<file path="src/rtl/vsqr_pkg.sv">
// vsqr_pkg: constants and types for the sequencer register bank
// assumes a byte-wide i/o bus with 16-bit port addresses
package vsqr_pkg;
    // port addresses
    localparam logic [15:0] VSQR_SEQ_IDX_PORT  = 16'h03C4;
    localparam logic [15:0] VSQR_SEQ_DATA_PORT = 16'h03C5;
    localparam logic [15:0] VSQR_FCR_RD_PORT   = 16'h03CA;
    localparam logic [15:0] VSQR_COLOR_BASE    = 16'h03D0;
    localparam logic [15:0] VSQR_MONO_BASE     = 16'h03B0;
    localparam logic [15:0] VSQR_CRT_IDX_OFS   = 16'h0004;
    localparam logic [15:0] VSQR_CRT_DATA_OFS  = 16'h0005;
    localparam logic [15:0] VSQR_FCR_WR_OFS    = 16'h000A;
    // sequencer indices
    localparam logic [3:0] VSQR_IDX_RESET = 4'h0;
    localparam logic [3:0] VSQR_IDX_CLK   = 4'h1;
    localparam logic [3:0] VSQR_IDX_PWE   = 4'h2;
    localparam logic [3:0] VSQR_IDX_FMAP  = 4'h3;
    localparam logic [3:0] VSQR_IDX_MEM   = 4'h4;
    // writable-bit masks, reserved bits stay zero
    localparam logic [7:0] VSQR_MASK_RESET = 8'h03;
    localparam logic [7:0] VSQR_MASK_CLK   = 8'h3D;
    localparam logic [7:0] VSQR_MASK_PWE   = 8'h0F;
    localparam logic [7:0] VSQR_MASK_FMAP  = 8'h3F;
    localparam logic [7:0] VSQR_MASK_MEM   = 8'h0E;
    localparam logic [7:0] VSQR_MASK_FCR   = 8'h08;
    // field positions
    localparam int VSQR_FCR_VSC     = 3;
    localparam int VSQR_RST_SYNC    = 1;
    localparam int VSQR_RST_ASYNC   = 0;
    localparam int VSQR_CLK_OFF     = 5;
    localparam int VSQR_CLK_QUAD    = 4;
    localparam int VSQR_CLK_HALVE   = 3;
    localparam int VSQR_CLK_OTHER   = 2;
    localparam int VSQR_CLK_EIGHT   = 0;
    localparam int VSQR_MEM_CHAIN4  = 3;
    localparam int VSQR_MEM_SEQ     = 2;
    localparam int VSQR_MEM_EXT     = 1;
    // reset values
    localparam logic [7:0] VSQR_RST_VAL     = 8'h00;
    localparam logic [3:0] VSQR_SEQ_IDX_RST = 4'h0;
    localparam logic [4:0] VSQR_CRT_IDX_RST = 5'h00;
    // character clock: last dot count for 8 and 9 dot cells
    localparam logic [3:0] VSQR_LAST_DOT8 = 4'h7;
    localparam logic [3:0] VSQR_LAST_DOT9 = 4'h8;
    // host window limits in address bits (16k, 32k); extended memory skips the check
    localparam logic [17:0] VSQR_LIM_16K = 18'h04000;
    localparam logic [17:0] VSQR_LIM_32K = 18'h08000;

    typedef struct packed {
        logic [3:0]  seq_idx;
        logic [4:0]  crt_idx;
        logic [7:0]  seq_rst;
        logic [7:0]  seq_clk;
        logic [7:0]  seq_pwe;
        logic [7:0]  seq_fmap;
        logic [7:0]  seq_mem;
        logic [7:0]  feature_control;
        logic [7:0]  rdata;
        logic        rvalid;
        logic        dot_div;
        logic [3:0]  dot_cnt;
        logic [1:0]  char_cnt;
    } vsqr_state_t;

    typedef struct packed {
        logic        wr;
        logic [17:0] addr;
    } vsqr_memreq_t;
endpackage

</file>
<file path="src/rtl/vsqr_font_decode.sv">
// vsqr_font_decode: turns a 3-bit font map code into its 8k region
// assumes the code is given as {high bit, two low bits} as stored
`timescale 1ns/10ps
module vsqr_font_decode
    import vsqr_pkg::*;
(
    input  wire logic [2:0] code_i,
    output logic      [2:0] region_o
);
    // high stored bit, code_i[2], is the least significant region bit
    assign region_o = {code_i[1], code_i[0], code_i[2]};
endmodule // vsqr_font_decode

</file>
<file path="src/rtl/vsqr_regs.sv">
// vsqr_regs: sequencer, feature-control and timing index registers
// assumes i/o strobes are one-cycle pulses synchronous to CLK_I
`timescale 1ns/10ps
module vsqr_regs
    import vsqr_pkg::*;
(
    input  wire logic        CLK_I,
    input  wire logic        RST_B_I,
    // host i/o port
    input  wire logic [15:0] IO_ADDR_I,
    input  wire logic        IO_WR_I,
    input  wire logic        IO_RD_I,
    input  wire logic [7:0]  IO_WDATA_I,
    output logic      [7:0]  IO_RDATA_O,
    output logic             IO_RVALID_O,
    input  wire logic        MISC_COLOR_SEL_I,
    // timing controller data port strobes
    output logic      [4:0]  CRT_IDX_O,
    output logic             CRT_DATA_WR_O,
    output logic             CRT_DATA_RD_O,
    // display path
    input  wire logic        VSYNC_I,
    input  wire logic        VDE_I,
    input  wire logic        BLANK_I,
    output logic             VSYNC_O,
    output logic             BLANK_O,
    // sequencer timing
    output logic             DOT_EN_O,
    output logic             CHAR_EN_O,
    output logic             LOAD_EN_O,
    output logic             CHAR_WIDTH_EIGHT_O,
    output logic             SEQ_SYNC_CLR_O,
    output logic             SEQ_ASYNC_CLR_O,
    // font selection
    input  wire logic        FONT_SEL_I,
    output logic      [2:0]  FONT_A_REGION_O,
    output logic      [2:0]  FONT_B_REGION_O,
    output logic      [2:0]  FONT_REGION_O,
    // host memory writes
    input  vsqr_memreq_t     MEM_REQ_I,
    output logic      [3:0]  PLANE_WE_O,
    output logic             MEM_ADDR_OK_O
);
    // whole block state in one struct, registered in one place
    vsqr_state_t st_ff;
    vsqr_state_t nxt_st;

    // decode strobes and field views
    logic [15:0] base;
    logic        hit_seq_idx;
    logic        hit_seq_data;
    logic        hit_crt_idx;
    logic        hit_crt_data;
    logic        hit_fcr_wr;
    logic        hit_fcr_rd;
    logic        sync_halt_n;
    logic        async_halt_n;
    logic        screen_off;
    logic        serializer_quad_load;
    logic        dot_clock_halve;
    logic        load_every_other;
    logic        char_width_eight;
    logic        chain_four;
    logic        sequential_write_addr;
    logic        extended_memory_enable;
    logic        vert_sync_blend_sel;
    logic        cpu_addr_bit1;
    logic        cpu_addr_bit0;
    logic        dot_en;
    logic        char_en;
    logic        load_en;
    logic [3:0]  last_dot;
    logic [3:0]  plane_mask;
    logic [17:0] limit;
    logic [7:0]  seq_rd;

    // field views of the stored registers
    // bit positions come from the package, so the map lives in one file
    assign sync_halt_n            = st_ff.seq_rst[VSQR_RST_SYNC];
    assign async_halt_n           = st_ff.seq_rst[VSQR_RST_ASYNC];
    assign screen_off             = st_ff.seq_clk[VSQR_CLK_OFF];
    assign serializer_quad_load   = st_ff.seq_clk[VSQR_CLK_QUAD];
    assign dot_clock_halve        = st_ff.seq_clk[VSQR_CLK_HALVE];
    assign load_every_other       = st_ff.seq_clk[VSQR_CLK_OTHER];
    assign char_width_eight       = st_ff.seq_clk[VSQR_CLK_EIGHT];
    assign chain_four             = st_ff.seq_mem[VSQR_MEM_CHAIN4];
    assign sequential_write_addr  = st_ff.seq_mem[VSQR_MEM_SEQ];
    assign extended_memory_enable = st_ff.seq_mem[VSQR_MEM_EXT];
    assign vert_sync_blend_sel    = st_ff.feature_control[VSQR_FCR_VSC];
    assign cpu_addr_bit1          = MEM_REQ_I.addr[1];
    assign cpu_addr_bit0          = MEM_REQ_I.addr[0];

    // port decode; the relocatable group follows misc bit 0
    always_comb begin
        base         = MISC_COLOR_SEL_I ? VSQR_COLOR_BASE : VSQR_MONO_BASE;
        hit_seq_idx  = 1'b0;
        hit_seq_data = 1'b0;
        hit_crt_idx  = 1'b0;
        hit_crt_data = 1'b0;
        hit_fcr_wr   = 1'b0;
        hit_fcr_rd   = 1'b0;
        // fixed ports first, so a relocated port can never shadow them
        if (IO_ADDR_I == VSQR_SEQ_IDX_PORT) begin
            hit_seq_idx = 1'b1;
        end else if (IO_ADDR_I == VSQR_SEQ_DATA_PORT) begin
            hit_seq_data = 1'b1;
        end else if (IO_ADDR_I == VSQR_FCR_RD_PORT) begin
            hit_fcr_rd = 1'b1;
        end else if (IO_ADDR_I == base + VSQR_CRT_IDX_OFS) begin
            hit_crt_idx = 1'b1;
        end else if (IO_ADDR_I == base + VSQR_CRT_DATA_OFS) begin
            hit_crt_data = 1'b1;
        end else if (IO_ADDR_I == base + VSQR_FCR_WR_OFS) begin
            hit_fcr_wr = 1'b1;
        end
    end

    // sequencer data read mux; unused indices read zero
    // the index is not masked, so 5..F simply fall to the default
    always_comb begin
        seq_rd = 8'h00;
        case (st_ff.seq_idx)
            VSQR_IDX_RESET: seq_rd = st_ff.seq_rst;
            VSQR_IDX_CLK:   seq_rd = st_ff.seq_clk;
            VSQR_IDX_PWE:   seq_rd = st_ff.seq_pwe;
            VSQR_IDX_FMAP:  seq_rd = st_ff.seq_fmap;
            VSQR_IDX_MEM:   seq_rd = st_ff.seq_mem;
            default:        seq_rd = 8'h00;
        endcase
    end

    // dot, character and load enables derived from the core clock
    // a narrower cell set mid-cell catches up after one counter wrap
    always_comb begin
        last_dot = char_width_eight ? VSQR_LAST_DOT8 : VSQR_LAST_DOT9;
        dot_en   = dot_clock_halve ? st_ff.dot_div : 1'b1;
        char_en  = dot_en && (st_ff.dot_cnt == last_dot);
        if (serializer_quad_load) begin
            load_en = char_en && (st_ff.char_cnt == 2'h3);
        end else if (load_every_other) begin
            load_en = char_en && st_ff.char_cnt[0];
        end else begin
            load_en = char_en;
        end
    end

    // next state: register writes, read capture, counters
    always_comb begin
        nxt_st        = st_ff;
        nxt_st.rvalid = 1'b0;
        nxt_st.rdata  = 8'h00;
        // index ports store the pointer, sequencer data and feature write ports the masked byte
        if (IO_WR_I) begin
            if (hit_seq_idx) begin
                nxt_st.seq_idx = IO_WDATA_I[3:0];
            end else if (hit_seq_data) begin
                case (st_ff.seq_idx)
                    VSQR_IDX_RESET: nxt_st.seq_rst  = IO_WDATA_I & VSQR_MASK_RESET;
                    VSQR_IDX_CLK:   nxt_st.seq_clk  = IO_WDATA_I & VSQR_MASK_CLK;
                    VSQR_IDX_PWE:   nxt_st.seq_pwe  = IO_WDATA_I & VSQR_MASK_PWE;
                    VSQR_IDX_FMAP:  nxt_st.seq_fmap = IO_WDATA_I & VSQR_MASK_FMAP;
                    VSQR_IDX_MEM:   nxt_st.seq_mem  = IO_WDATA_I & VSQR_MASK_MEM;
                    default:        nxt_st.seq_rst  = st_ff.seq_rst;
                endcase
            end else if (hit_crt_idx) begin
                nxt_st.crt_idx = IO_WDATA_I[4:0];
            end else if (hit_fcr_wr) begin
                nxt_st.feature_control = IO_WDATA_I & VSQR_MASK_FCR;
            end
        end
        // a read in the same cycle as a write still returns the old value
        // crt data reads are answered by the timing controller itself
        if (IO_RD_I) begin
            if (hit_seq_idx) begin
                nxt_st.rdata  = {4'h0, st_ff.seq_idx};
                nxt_st.rvalid = 1'b1;
            end else if (hit_seq_data) begin
                nxt_st.rdata  = seq_rd;
                nxt_st.rvalid = 1'b1;
            end else if (hit_crt_idx) begin
                nxt_st.rdata  = {3'h0, st_ff.crt_idx};
                nxt_st.rvalid = 1'b1;
            end else if (hit_fcr_rd) begin
                nxt_st.rdata  = st_ff.feature_control;
                nxt_st.rvalid = 1'b1;
            end
        end
        // timing counters; both halts clear them, and both also gate the enables below
        // halted counters restart at dot zero, so the first cell is full width
        if (!sync_halt_n || !async_halt_n) begin
            nxt_st.dot_div  = 1'b0;
            nxt_st.dot_cnt  = 4'h0;
            nxt_st.char_cnt = 2'h0;
        end else begin
            nxt_st.dot_div = ~st_ff.dot_div;
            if (char_en) begin
                nxt_st.dot_cnt  = 4'h0;
                nxt_st.char_cnt = st_ff.char_cnt + 2'h1;
            end else if (dot_en) begin
                nxt_st.dot_cnt = st_ff.dot_cnt + 4'h1;
            end
        end
    end

    // single state register
    always_ff @(posedge CLK_I or negedge RST_B_I) begin
        if (!RST_B_I) begin
            // all fields zero; the named ones are spelled out for clarity
            st_ff          <= '0;
            st_ff.seq_idx  <= VSQR_SEQ_IDX_RST;
            st_ff.crt_idx  <= VSQR_CRT_IDX_RST;
            st_ff.seq_rst  <= VSQR_RST_VAL;
            st_ff.seq_clk  <= VSQR_RST_VAL;
            st_ff.seq_pwe  <= VSQR_RST_VAL;
            st_ff.seq_fmap <= VSQR_RST_VAL;
            st_ff.seq_mem  <= VSQR_RST_VAL;
            st_ff.feature_control      <= VSQR_RST_VAL;
        end else begin
            st_ff <= nxt_st;
        end
    end

    // host bus outputs; timing data strobes stay combinational so the
    // timing controller sees them in the host cycle itself
    assign IO_RDATA_O    = st_ff.rdata;
    assign IO_RVALID_O   = st_ff.rvalid;
    assign CRT_IDX_O     = st_ff.crt_idx;
    assign CRT_DATA_WR_O = IO_WR_I && hit_crt_data;
    assign CRT_DATA_RD_O = IO_RD_I && hit_crt_data;

    // display path: sync untouched by screen off, only blank forced
    // the monitor keeps its lock while the picture is dark
    assign VSYNC_O = vert_sync_blend_sel ? (VSYNC_I | VDE_I) : VSYNC_I;
    assign BLANK_O = BLANK_I | screen_off;

    // async halt gates the enables at once, without waiting for an edge
    // the counters themselves only clear on the next edge
    assign DOT_EN_O           = dot_en && async_halt_n && sync_halt_n;
    assign CHAR_EN_O          = char_en && async_halt_n && sync_halt_n;
    assign LOAD_EN_O          = load_en && async_halt_n && sync_halt_n;
    assign CHAR_WIDTH_EIGHT_O = char_width_eight;
    assign SEQ_SYNC_CLR_O     = ~sync_halt_n;
    assign SEQ_ASYNC_CLR_O    = ~async_halt_n;

    // font map decoders, one per map
    // the character attribute bit picks which map feeds the generator
    vsqr_font_decode u_font_a (
        .code_i   ({st_ff.seq_fmap[5], st_ff.seq_fmap[3], st_ff.seq_fmap[2]}),
        .region_o (FONT_A_REGION_O)
    );
    vsqr_font_decode u_font_b (
        .code_i   ({st_ff.seq_fmap[4], st_ff.seq_fmap[1], st_ff.seq_fmap[0]}),
        .region_o (FONT_B_REGION_O)
    );
    assign FONT_REGION_O = FONT_SEL_I ? FONT_B_REGION_O : FONT_A_REGION_O;

    // host write plane steering; chain four wins over the sequential bit
    // limitation: only writes are steered here, reads take another path
    always_comb begin
        if (chain_four) begin
            plane_mask = 4'h1 << {cpu_addr_bit1, cpu_addr_bit0};
        end else if (sequential_write_addr) begin
            plane_mask = 4'hF;
        end else if (cpu_addr_bit0) begin
            plane_mask = 4'hA;
        end else begin
            plane_mask = 4'h5;
        end
    end
    assign PLANE_WE_O = MEM_REQ_I.wr ? (plane_mask & st_ff.seq_pwe[3:0]) : 4'h0;

    // window limit: 32k while odd/even halves the plane, else 16k
    // trade-off: the 16k/32k split is fixed, not a register
    always_comb begin
        if (!chain_four && !sequential_write_addr) begin
            limit = VSQR_LIM_32K;
        end else begin
            limit = VSQR_LIM_16K;
        end
    end
    assign MEM_ADDR_OK_O = extended_memory_enable || (MEM_REQ_I.addr < limit);
endmodule // vsqr_regs

</file>
<file path="config.mk">
export PLATFORM = sky130hd
export DESIGN_NAME = vsqr_regs
export DESIGN_NICKNAME = d
export VERILOG_FILES = /design/src/rtl/vsqr_pkg.sv /design/src/rtl/vsqr_font_decode.sv /design/src/rtl/vsqr_regs.sv
export SDC_FILE = /design/constraint.sdc
export NUM_CORES = 1
export LEC_CHECK = 0
export ABC_CLOCK_PERIOD_IN_PS = 2400
export BUFFER_PORTS_ARGS = -buffer_cell sky130_fd_sc_hd__buf_4
export CORE_MARGIN = 10
export CORE_UTILIZATION = 25
export DETAILED_ROUTE_END_ITERATION = 8
export GPL_TIMING_DRIVEN = 0
export HOLD_SLACK_MARGIN = 0.15
export SYNTH_ARGS = -nofsm -noshare
export SYNTH_HDL_FRONTEND = slang
export SYNTH_SLANG_ARGS = --single-unit
</file>
<file path="constraint.sdc">
create_clock -name CLK_I -period 2.4 [get_ports CLK_I]
set_input_delay 0.48 -clock CLK_I [delete_from_list [all_inputs] [get_ports CLK_I]]
set_output_delay 0.48 -clock CLK_I [all_outputs]
set_load 0.05 [all_outputs]
</file>
# [After elaboration in Yosys (flattened, before gate mapping)]
# Cells that the tools add are included.
[word_totals] register_bits=46 in_bits=52 out_inout_bits=38 wordCells=113
[classes] add_sub_neg=5 n_lt_le_gt_ge=1 n_eq_ne=12 n_shift=1 muxes=43 bitwise=9 n_reduce_logical=29
[op_table] op="$eq A16 B10 Y1 const B" n=3
[op_table] op="$eq A16 B11 Y1" n=3
[op_table] op="$pmux W6 S5" n=1
[op_table] op="$mux W4" n=7
[op_table] op="$mux W9" n=3
[op_table] op="$mux W1" n=25
[op_table] op="$reduce_and A4 Y1" n=6
[op_table] op="$add A10 B3 Y11 const B" n=2
[op_table] op="$lt A18 B18 Y1" n=1
[op_table] op="$mux W16" n=1
[op_table] op="$mux W7" n=2
[op_table] op="$logic_and A1 B1 Y1" n=12
[op_table] op="$add A10 B4 Y11 const B" n=1
[op_table] op="$eq A4 B2 Y1 const B" n=2
[op_table] op="$mux W6" n=1
[op_table] op="$not A1 Y1" n=6
[op_table] op="$mux W5" n=1
[op_table] op="$reduce_and A5 Y1" n=1
[op_table] op="$add A4 B1 Y4 const B" n=1
[op_table] op="$and A4 B4 Y4" n=1
[op_table] op="$eq A4 B1 Y1 const B" n=1
[op_table] op="$eq A4 B3 Y1 const B" n=1
[op_table] op="$eq A4 B4 Y1" n=1
[op_table] op="$logic_not A1 Y1" n=4
[op_table] op="11 further kinds" n=13

# [Depth between registers and ports, before layout]
# Gate-level depths: netlist (run 1).
[depth] word_depth=11 depth_mapped=5 ltp_nobuf=5

# [Hierarchy]
# Synthesis (run 1) repeated with hierarchy kept, for this count alone.
[hier_totals] cells_unflattened=239 area_unflattened_um2=2597.5
[modules_own_cells] mod="vsqr_regs" instances=1 cells_each=233 area_per_inst_um2=2552.4
[modules_own_cells] mod="vsqr_font_decode" instances=2 cells_each=3 area_per_inst_um2=22.5

# [Worst setup path before layout (run 1)]
# No wires, ideal clock.
[synth_path] path_kind="register to output" from="register st_ff, in the netlist CHAR_WIDTH_EIGHT_O" to="output port LOAD_EN_O" arrival_ns=3.020 path_slack_ns=-1.100 path_stages_with_launch=5 path_buffers=0 path_cell_list="dfrtp_1 -> nor4_1 -> a22oi_1 -> nor3_1 -> nor2b_1"
[synth_via] elab_chain_cells=8 elab_cells_between_ends=9 cone_classes="1 x eq/ne; 3 x mux; 5 x reduce/logical"
[synth_lines] item="from (decl)" line_no="vsqr_regs.sv:45" source="vsqr_state_t st_ff;"
[synth_lines] item="from (signal assigned)" line_no="vsqr_regs.sv:219" source="st_ff <= nxt_st;"
[synth_lines] item="$mux W4 *" line_no="vsqr_regs.sv:135" source="last_dot = char_width_eight ? VSQR_LAST_DOT8 : VSQR_LAST_DOT9;"
[synth_lines] item="$eq A4 B4 Y1 *" line_no="vsqr_regs.sv:137" source="char_en = dot_en && (st_ff.dot_cnt == last_dot);"
[synth_lines] item="$logic_and A1 B1 Y1 *" line_no="vsqr_regs.sv:137"
[synth_lines] item="$logic_and A1 B1 Y1" line_no="vsqr_regs.sv:141" source="load_en = char_en && st_ff.char_cnt[0];"
[synth_lines] item="$mux W1" line_no="vsqr_regs.sv:140" source="end else if (load_every_other) begin"
[synth_lines] item="$mux W1 *" line_no="vsqr_regs.sv:138" source="if (serializer_quad_load) begin"
[synth_lines] item="$logic_and A1 B1 Y1 * (2 in a row)" line_no="vsqr_regs.sv:240" source="assign LOAD_EN_O = load_en && async_halt_n && sync_halt_n;"
[synth_lines] item="to (decl)" line_no="vsqr_regs.sv:30" source="output logic LOAD_EN_O,"
# Every way passes the cells marked *; elsewhere a longest branch is shown, timed or not.

# [Final worst setup path (run 1)]
[layout_path] from="input port IO_ADDR_I[6]" to="output port CRT_DATA_WR_O"
[layout_via] elab_chain_cells=7 elab_cells_between_ends=11 cone_classes="5 x eq/ne; 5 x mux; 1 x reduce/logical"
[layout_lines] item="from (decl)" line_no="vsqr_regs.sv:10" source="input wire logic [15:0] IO_ADDR_I,"
[layout_lines] item="$eq A16 B11 Y1" line_no="vsqr_regs.sv:111" source="end else if (IO_ADDR_I == base + VSQR_CRT_DATA_OFS) begin"
[layout_lines] item="$mux W1" line_no="vsqr_regs.sv:111"
[layout_lines] item="$mux W1" line_no="vsqr_regs.sv:109" source="end else if (IO_ADDR_I == base + VSQR_CRT_IDX_OFS) begin"
[layout_lines] item="$mux W1" line_no="vsqr_regs.sv:107" source="end else if (IO_ADDR_I == VSQR_FCR_RD_PORT) begin"
[layout_lines] item="$mux W1" line_no="vsqr_regs.sv:105" source="end else if (IO_ADDR_I == VSQR_SEQ_DATA_PORT) begin"
[layout_lines] item="$mux W1 *" line_no="vsqr_regs.sv:103" source="if (IO_ADDR_I == VSQR_SEQ_IDX_PORT) begin"
[layout_lines] item="$logic_and A1 B1 Y1 *" line_no="vsqr_regs.sv:228" source="assign CRT_DATA_WR_O = IO_WR_I && hit_crt_data;"
[layout_lines] item="to (decl)" line_no="vsqr_regs.sv:19" source="output logic CRT_DATA_WR_O,"
# Marked as above.

==> results of run 1 <==
[per-stage QoR]
| step | setup slack [ns] | utilization |
|---|---|---|
| floorplan | -0.229 | - |
| global placement | 0.000967 | 0.329 |
| detailed placement | 0.0119 | 0.329 |
| CTS | 0.00997 | 0.341 |
| global route | 0.0372 | 0.343 |
| finish | 0.129 | 0.343 |
[path summary, 6_finish.rpt]
check,slack [ns],cells past startpoint,endpoint
setup / recovery,0.13,5,CRT_DATA_WR_O
hold / removal,0.17,1,st_ff[0]$_DFFE_PN0P_
setup reg to reg,0.38,5,IO_RDATA_O[4]$_DFF_PN0_
hold reg to reg,0.44,1,st_ff[6]$_DFF_PN0_
max in group asynchronous,1.84,1,st_ff[71]$_DFFE_PN0P_
min in group CLK_I,0.42,2,screen_off$_DFFE_PN0P_
[worst register-to-register path, cell delays in order, from the launching register on]
cell and delay [ns]:
dfrtp_1 0.36, clkbuf_1 0.21, nor4b_1 0.65, a22oi_1 0.18, or3_1 0.34, a21boi_0 0.19
[power groups by stage]
stage / clock network (W) / logic [W] / registers [W]
floorplan: 0 / 0.0000425 / 0.000756
global placement: 0 / 0.000127 / 0.000756
detailed placement: 0 / 0.000131 / 0.000756
CTS: 0.000629 / 0.000131 / 0.000741
global route: 0.000663 / 0.000142 / 0.000741
finish: 0.000611 / 0.000129 / 0.000741
[logic make-up (layout without fill, tap and decap cells)]
logic type                 Yosys count  in the layout  synth area share
adders and majority gates            3              3            0.0141
AOI/OAI and AO/OA                   49             49             0.120
buffers and inverters               33            114            0.0745
DFF                                 44             44             0.412
and+or+nand+nor                     84             84             0.217
other                                1              2           0.00140
muxes                               37             37             0.160
[layout make-up]
type | count | area (um2)
tap | 136 | 170
clock inverter | 1 | 30.0
sequential | 44 | 1100
multi-input combinational | 175 | 1410
inverter | 8 | 30.0
buffer | 25 | 170
timing repair buffer | 73 | 548
clock buffer | 7 | 96.3
fill | 1047 | 6820
[per-layer routing]
metal  vias to the layer above  part of all wire  global-route usage
met5                         -                 0                   0
met2                        47              0.49               0.161
met1                      1081              0.44               0.116
met4                         0             0.014              0.0269
li1                       1069                 -                   -
met3                         7             0.053              0.0210
[flip-flops by register name, indices dropped and copies added (netlist names)]
name	count
CHAR_WIDTH_EIGHT_O	1
CRT_IDX_O	5
IO_RDATA_O	6
IO_RVALID_O	1
async_halt_n	1
chain_four	1
dot_clock_halve	1
extended_memory_enable	1
load_every_other	1
screen_off	1
sequential_write_addr	1
serializer_quad_load	1
st_ff	23
[what timing repair did]
item | in CTS | in global routing
setup buffers | 0 | 0
setup endpoints to repair | 0 | 2
resized for setup | 0 | 5
[cell usage in the layout (no fill, tap or decap), types with 4 or more instances in the layout]
master,n
nand2_1,16
a21oi_1,15
inv_1,8
a22oi_1,4
dfrtp_1,44
o21ai_0,9
nor2_1,10
clkbuf_8,7
nand3b_1,6
buf_4,92
mux2_2,35
nand3_1,6
and3_1,4
==> impl_metrics.yaml, run 1 <==
logic_synthesis:
  synth_ff_type: "dfrtp_1"
  yosys_warnings: 0
  netlist_top_cells_area: "dfrtp_1, mux2_2, buf_4"
  synth_area_um2: 2670
  ys_types: 48
  netlist_top_cells_count: "dfrtp_1, mux2_2, buf_4"
  async_flop_share: 1.00
  ys_ff_latch: 44
  postSynthCellCount: 251
  yosysSeqAreaShare: 0.412
  synth_most_common_cell: "dfrtp_1"
  synth_top_area_frac: 0.412
  yosysTopAreaCell: "dfrtp_1"
  synth.avg_cell_area_um2: 10.6
  synth-edff-count: 0
die:
  rows: 37
  core_um2: 10400
  start_util: 0.257
  die_h_um: 123
  io_pins: 90
  die_w_um: 123
  dieArea_um2: 15200
setup_path:
  crit_chain: "buf_4 -> or3b_2 -> a21oi_2 -> and4_1 -> buf_4"
  crit_family: "simple AND/OR/NAND/NOR gates"
  worstPathRequired_ns: 1.92
  slowest_delay_ns: 0.51
  end_kind: "primary output"
  slowest_stage: "or3b_2"
  critPathBufInv: 2
  critPathMostFrequentCell: "buf_4"
  worstSetupPathType: "in -> out"
  crit_start: "IO_ADDR_I[6]"
  path_max_fanout: 5
  start_kind: "input pin"
  rr_startpoint: "st_ff[72]$_DFFE_PN0P_"
  cp.arrival_ns: 1.79
timing:
  grt_setup_unrepaired: "no"
  worst_slew_pin_slew_ns: 0.929
  min_period_over_period: 0.946
  hold_slack_ns: 0.174
  setup_violations: 0
  relSlewSlack: 0.372
  drv_slew: 0
  fmax_mhz: 440
  final_hold_viol_count: 0
  fin_skew_ns: 0.00377
  fin_crit_ns: 2.27
  setup-tns-final_ns: 0
power_and_ir_drop:
  pwr-share-comb: 0.087
  seqPwrFrac: 0.500
  ir_drop_uv: 245
  p_switching_w: 0.000315
  clkPwrFrac: 0.413
  p_int_w: 0.00117
  p_total_w: 0.00148
  switching_share: 0.213
  p_per_area_nw_per_um2: 417
  p_leak_nw: 1.70
routing:
  wl_um: 7250
  ant_nets: 0
  avgViaCountPerCell: 4.70
  wl_per_cell_um: 15.5
  drtIter0Drc: 76
  remaining_drc_errors: 0
  vias: 2204
  dr.pass1.iters: 4
global_route:
  grt_pass1_vias: 2275
  grt_overflow: 0
  grt.total_usage: 0.0942
  grt_max_degree: 45
  grt_antenna_before_repair: 0
  grt_pass1_wl_um: 11600
placed_design:
  place_inst: 461
  globalplace.congestion: 0.897
  placed_cell_area_um2: 3410
  portBuffers: 73
  dpl.hpwl_um: 5830
clock_network:
  cts_htree_levels: 2
  clk_pin_slew_worst_paths_ns: 0.08
  clk_path_buf_depth: 2
  clockRootBuffer: "clkbuf_8"
  cts_buffers: 5
  postCtsHoldBufs: 0
  clock-sinks: 44
  cts_tree: "done"
  clkLatencyLatePin_ns: 0.29
min_path:
  hold_class: "in -> async"
cells_and_area:
  fin_cells: 469
  antennaDiodeCount: 0
  drive_gt1_frac: 0.483
  fin_area_um2: 3550
  syn_to_final_growth_pct: 33.1
  nets: 387
status:
  outcome: "completed"
run:
  drv_cap: 0
Note: power is estimated with default switching activity, not from simulation.
==> run 2, diff against run 1 <==
--- a/config.mk
+++ b/config.mk
@@ -7,7 +7,6 @@
 export LEC_CHECK = 0
 export ABC_CLOCK_PERIOD_IN_PS = 2400
 export BUFFER_PORTS_ARGS = -buffer_cell sky130_fd_sc_hd__buf_4
-export CORE_MARGIN = 10
 export CORE_UTILIZATION = 25
 export DETAILED_ROUTE_END_ITERATION = 8
 export GPL_TIMING_DRIVEN = 0
==> impl_metrics.yaml, run 2 (synthesized netlist as in run 1, its figures left out) <==
die:
  io_pins: 90
  die_w_um: 105
  dieArea_um2: 11100
  start_util: 0.259
  rows: 37
  die_h_um: 105
  core_um2: 10300
cells_and_area:
  mostFrequentLayoutCells: "buf_4, dfrtp_1, mux2_2, nand2_1, a21oi_1"
  top_register: "st_ff"
  num-fill-cells: 1037
  syn_to_final_growth_pct: 32.4
  drive_gt1_frac: 0.484
  nets: 389
  fin_area_um2: 3540
  largest_reg_flops: 23
  antennaDiodeCount: 0
  final_common_cell: "buf_4"
  fin_cells: 471
power_and_ir_drop:
  clkPwrFrac: 0.356
  p_switching_w: 0.000319
  p_per_area_nw_per_um2: 382
  switching_share: 0.236
  p_leak_nw: 1.69
  ir_drop_uv: 225
  pwr-share-comb: 0.096
  p_int_w: 0.00103
  seqPwrFrac: 0.548
setup_path:
  start_kind: "input pin"
  end_kind: "primary output"
  cp.arrival_ns: 1.84
  path_max_fanout: 5
  worstSetupPathType: "in -> out"
  worstPathRequired_ns: 1.92
routing:
  dr.pass1.iters: 4
  wl_per_cell_um: 14.1
  drtIter0Drc: 88
  wl_um: 6630
  remaining_drc_errors: 0
  vias: 2222
  ant_nets: 0
  avgViaCountPerCell: 4.72
run:
  drv_cap: 0
global_route:
  grt_overflow: 0
  grt.total_usage: 0.122
  grt_pass1_wl_um: 10900
  grt_antenna_before_repair: 0
  grt_max_degree: 45
  grt_pass1_vias: 2210
timing:
  setup_violations: 0
  fin_crit_ns: 2.32
  final_hold_viol_count: 0
  fin_skew_ns: 0.00964
  grt_setup_unrepaired: "no"
  drv_slew: 0
  relSlewSlack: 0.423
  fmax_mhz: 432
  hold_slack_ns: 0.165
  min_period_over_period: 0.965
  setup-tns-final_ns: 0
  worst_slew_pin_slew_ns: 0.854
placed_design:
  dpl.hpwl_um: 5130
  portBuffers: 73
  globalplace.congestion: 0.833
  placed_cell_area_um2: 3410
  place_inst: 461
clock_network:
  cts_htree_levels: 2
  clockRootBuffer: "clkbuf_8"
  clk_pin_slew_worst_paths_ns: 0.08
  cts_tree: "done"
  postCtsHoldBufs: 0
  clk_path_buf_depth: 2
  clkLatencyLatePin_ns: 0.30
  cts_buffers: 5
  clock-sinks: 44
status:
  outcome: "completed"
min_path:
  hold_class: "in -> async"
-- run 2: cell count changes in the layout (fill, tap and decap cells not counted), sizes merged --
cell	delta
buf	+2
bufinv	-1
clkinvlp	+1
-- run 2: what timing repair did --
item                                    CTS  global route
setup buffers                             0             2
pin swaps                                 0             1
hold endpoints to repair                  0             0
gates resized for setup                   1             4
endpoints found under the setup margin    1             2
-- run 2: worst max-delay path, stage by stage --
cell and delay (ns):
buf_4 0.12, or3b_2 0.52, a21oi_2 0.27, and4_1 0.25, buf_4 0.20
-- run 2: final timing paths --
check                                       from                 endpoint  slack [ns]  depth (start not counted)
min reg2reg                   st_ff[6]$_DFF_PN0_       st_ff[6]$_DFF_PN0_        0.44                          1
max reg2reg                st_ff[72]$_DFFE_PN0P_  IO_RDATA_O[3]$_DFF_PN0_        0.30                          5
max                                 IO_ADDR_I[6]            CRT_DATA_WR_O        0.08                          5
max in group asynchronous                RST_B_I    st_ff[57]$_DFFE_PN0P_        1.84                          1
min in group CLK_I                 IO_WDATA_I[5]   screen_off$_DFFE_PN0P_        0.43                          2
min                                      RST_B_I     st_ff[1]$_DFFE_PN0P_        0.17                          1
-- run 2: layout make-up --
| type | count | area [um2] | share of cell area |
|---|---|---|---|
| multi-input combinational | 175 | 1410 | 0.398 |
| inverter | 8 | 30.0 | 0.00849 |
| sequential | 44 | 1100 | 0.311 |
| timing repair buffer | 75 | 563 | 0.159 |
| clock buffer | 7 | 86.3 | 0.0244 |
| tap | 136 | 170 | 0.0481 |
| buffer | 25 | 170 | 0.0481 |
| clock inverter | 1 | 7.51 | 0.00212 |
-- run 2: through the flow --
stage	utilization	total power, W	setup slack (ns)
global placement	0.330	0.000883	0.00433
global route	0.343	0.00140	0.0163
CTS	0.340	0.00137	0.0637
detailed placement	0.330	0.000886	-0.00679
finish	0.343	0.00135	0.0843
floorplan	-	0.000798	-0.229
-- run 2: power groups by stage --
stage	Combinational, W	Sequential [W]	Clock, W
finish	0.000130	0.000741	0.000481
global route	0.000141	0.000741	0.000523
CTS	0.000131	0.000741	0.000495
detailed placement	0.000130	0.000756	0
global placement	0.000127	0.000756	0
floorplan	0.0000425	0.000756	0
-- run 2: per-layer routing --
metal,track usage,share of wire,routed length [um]
met4,0.0272,0.0083,55
met5,0,0,0
met2,0.208,0.50,3310
met3,0.0173,0.035,233
met1,0.164,0.46,3030
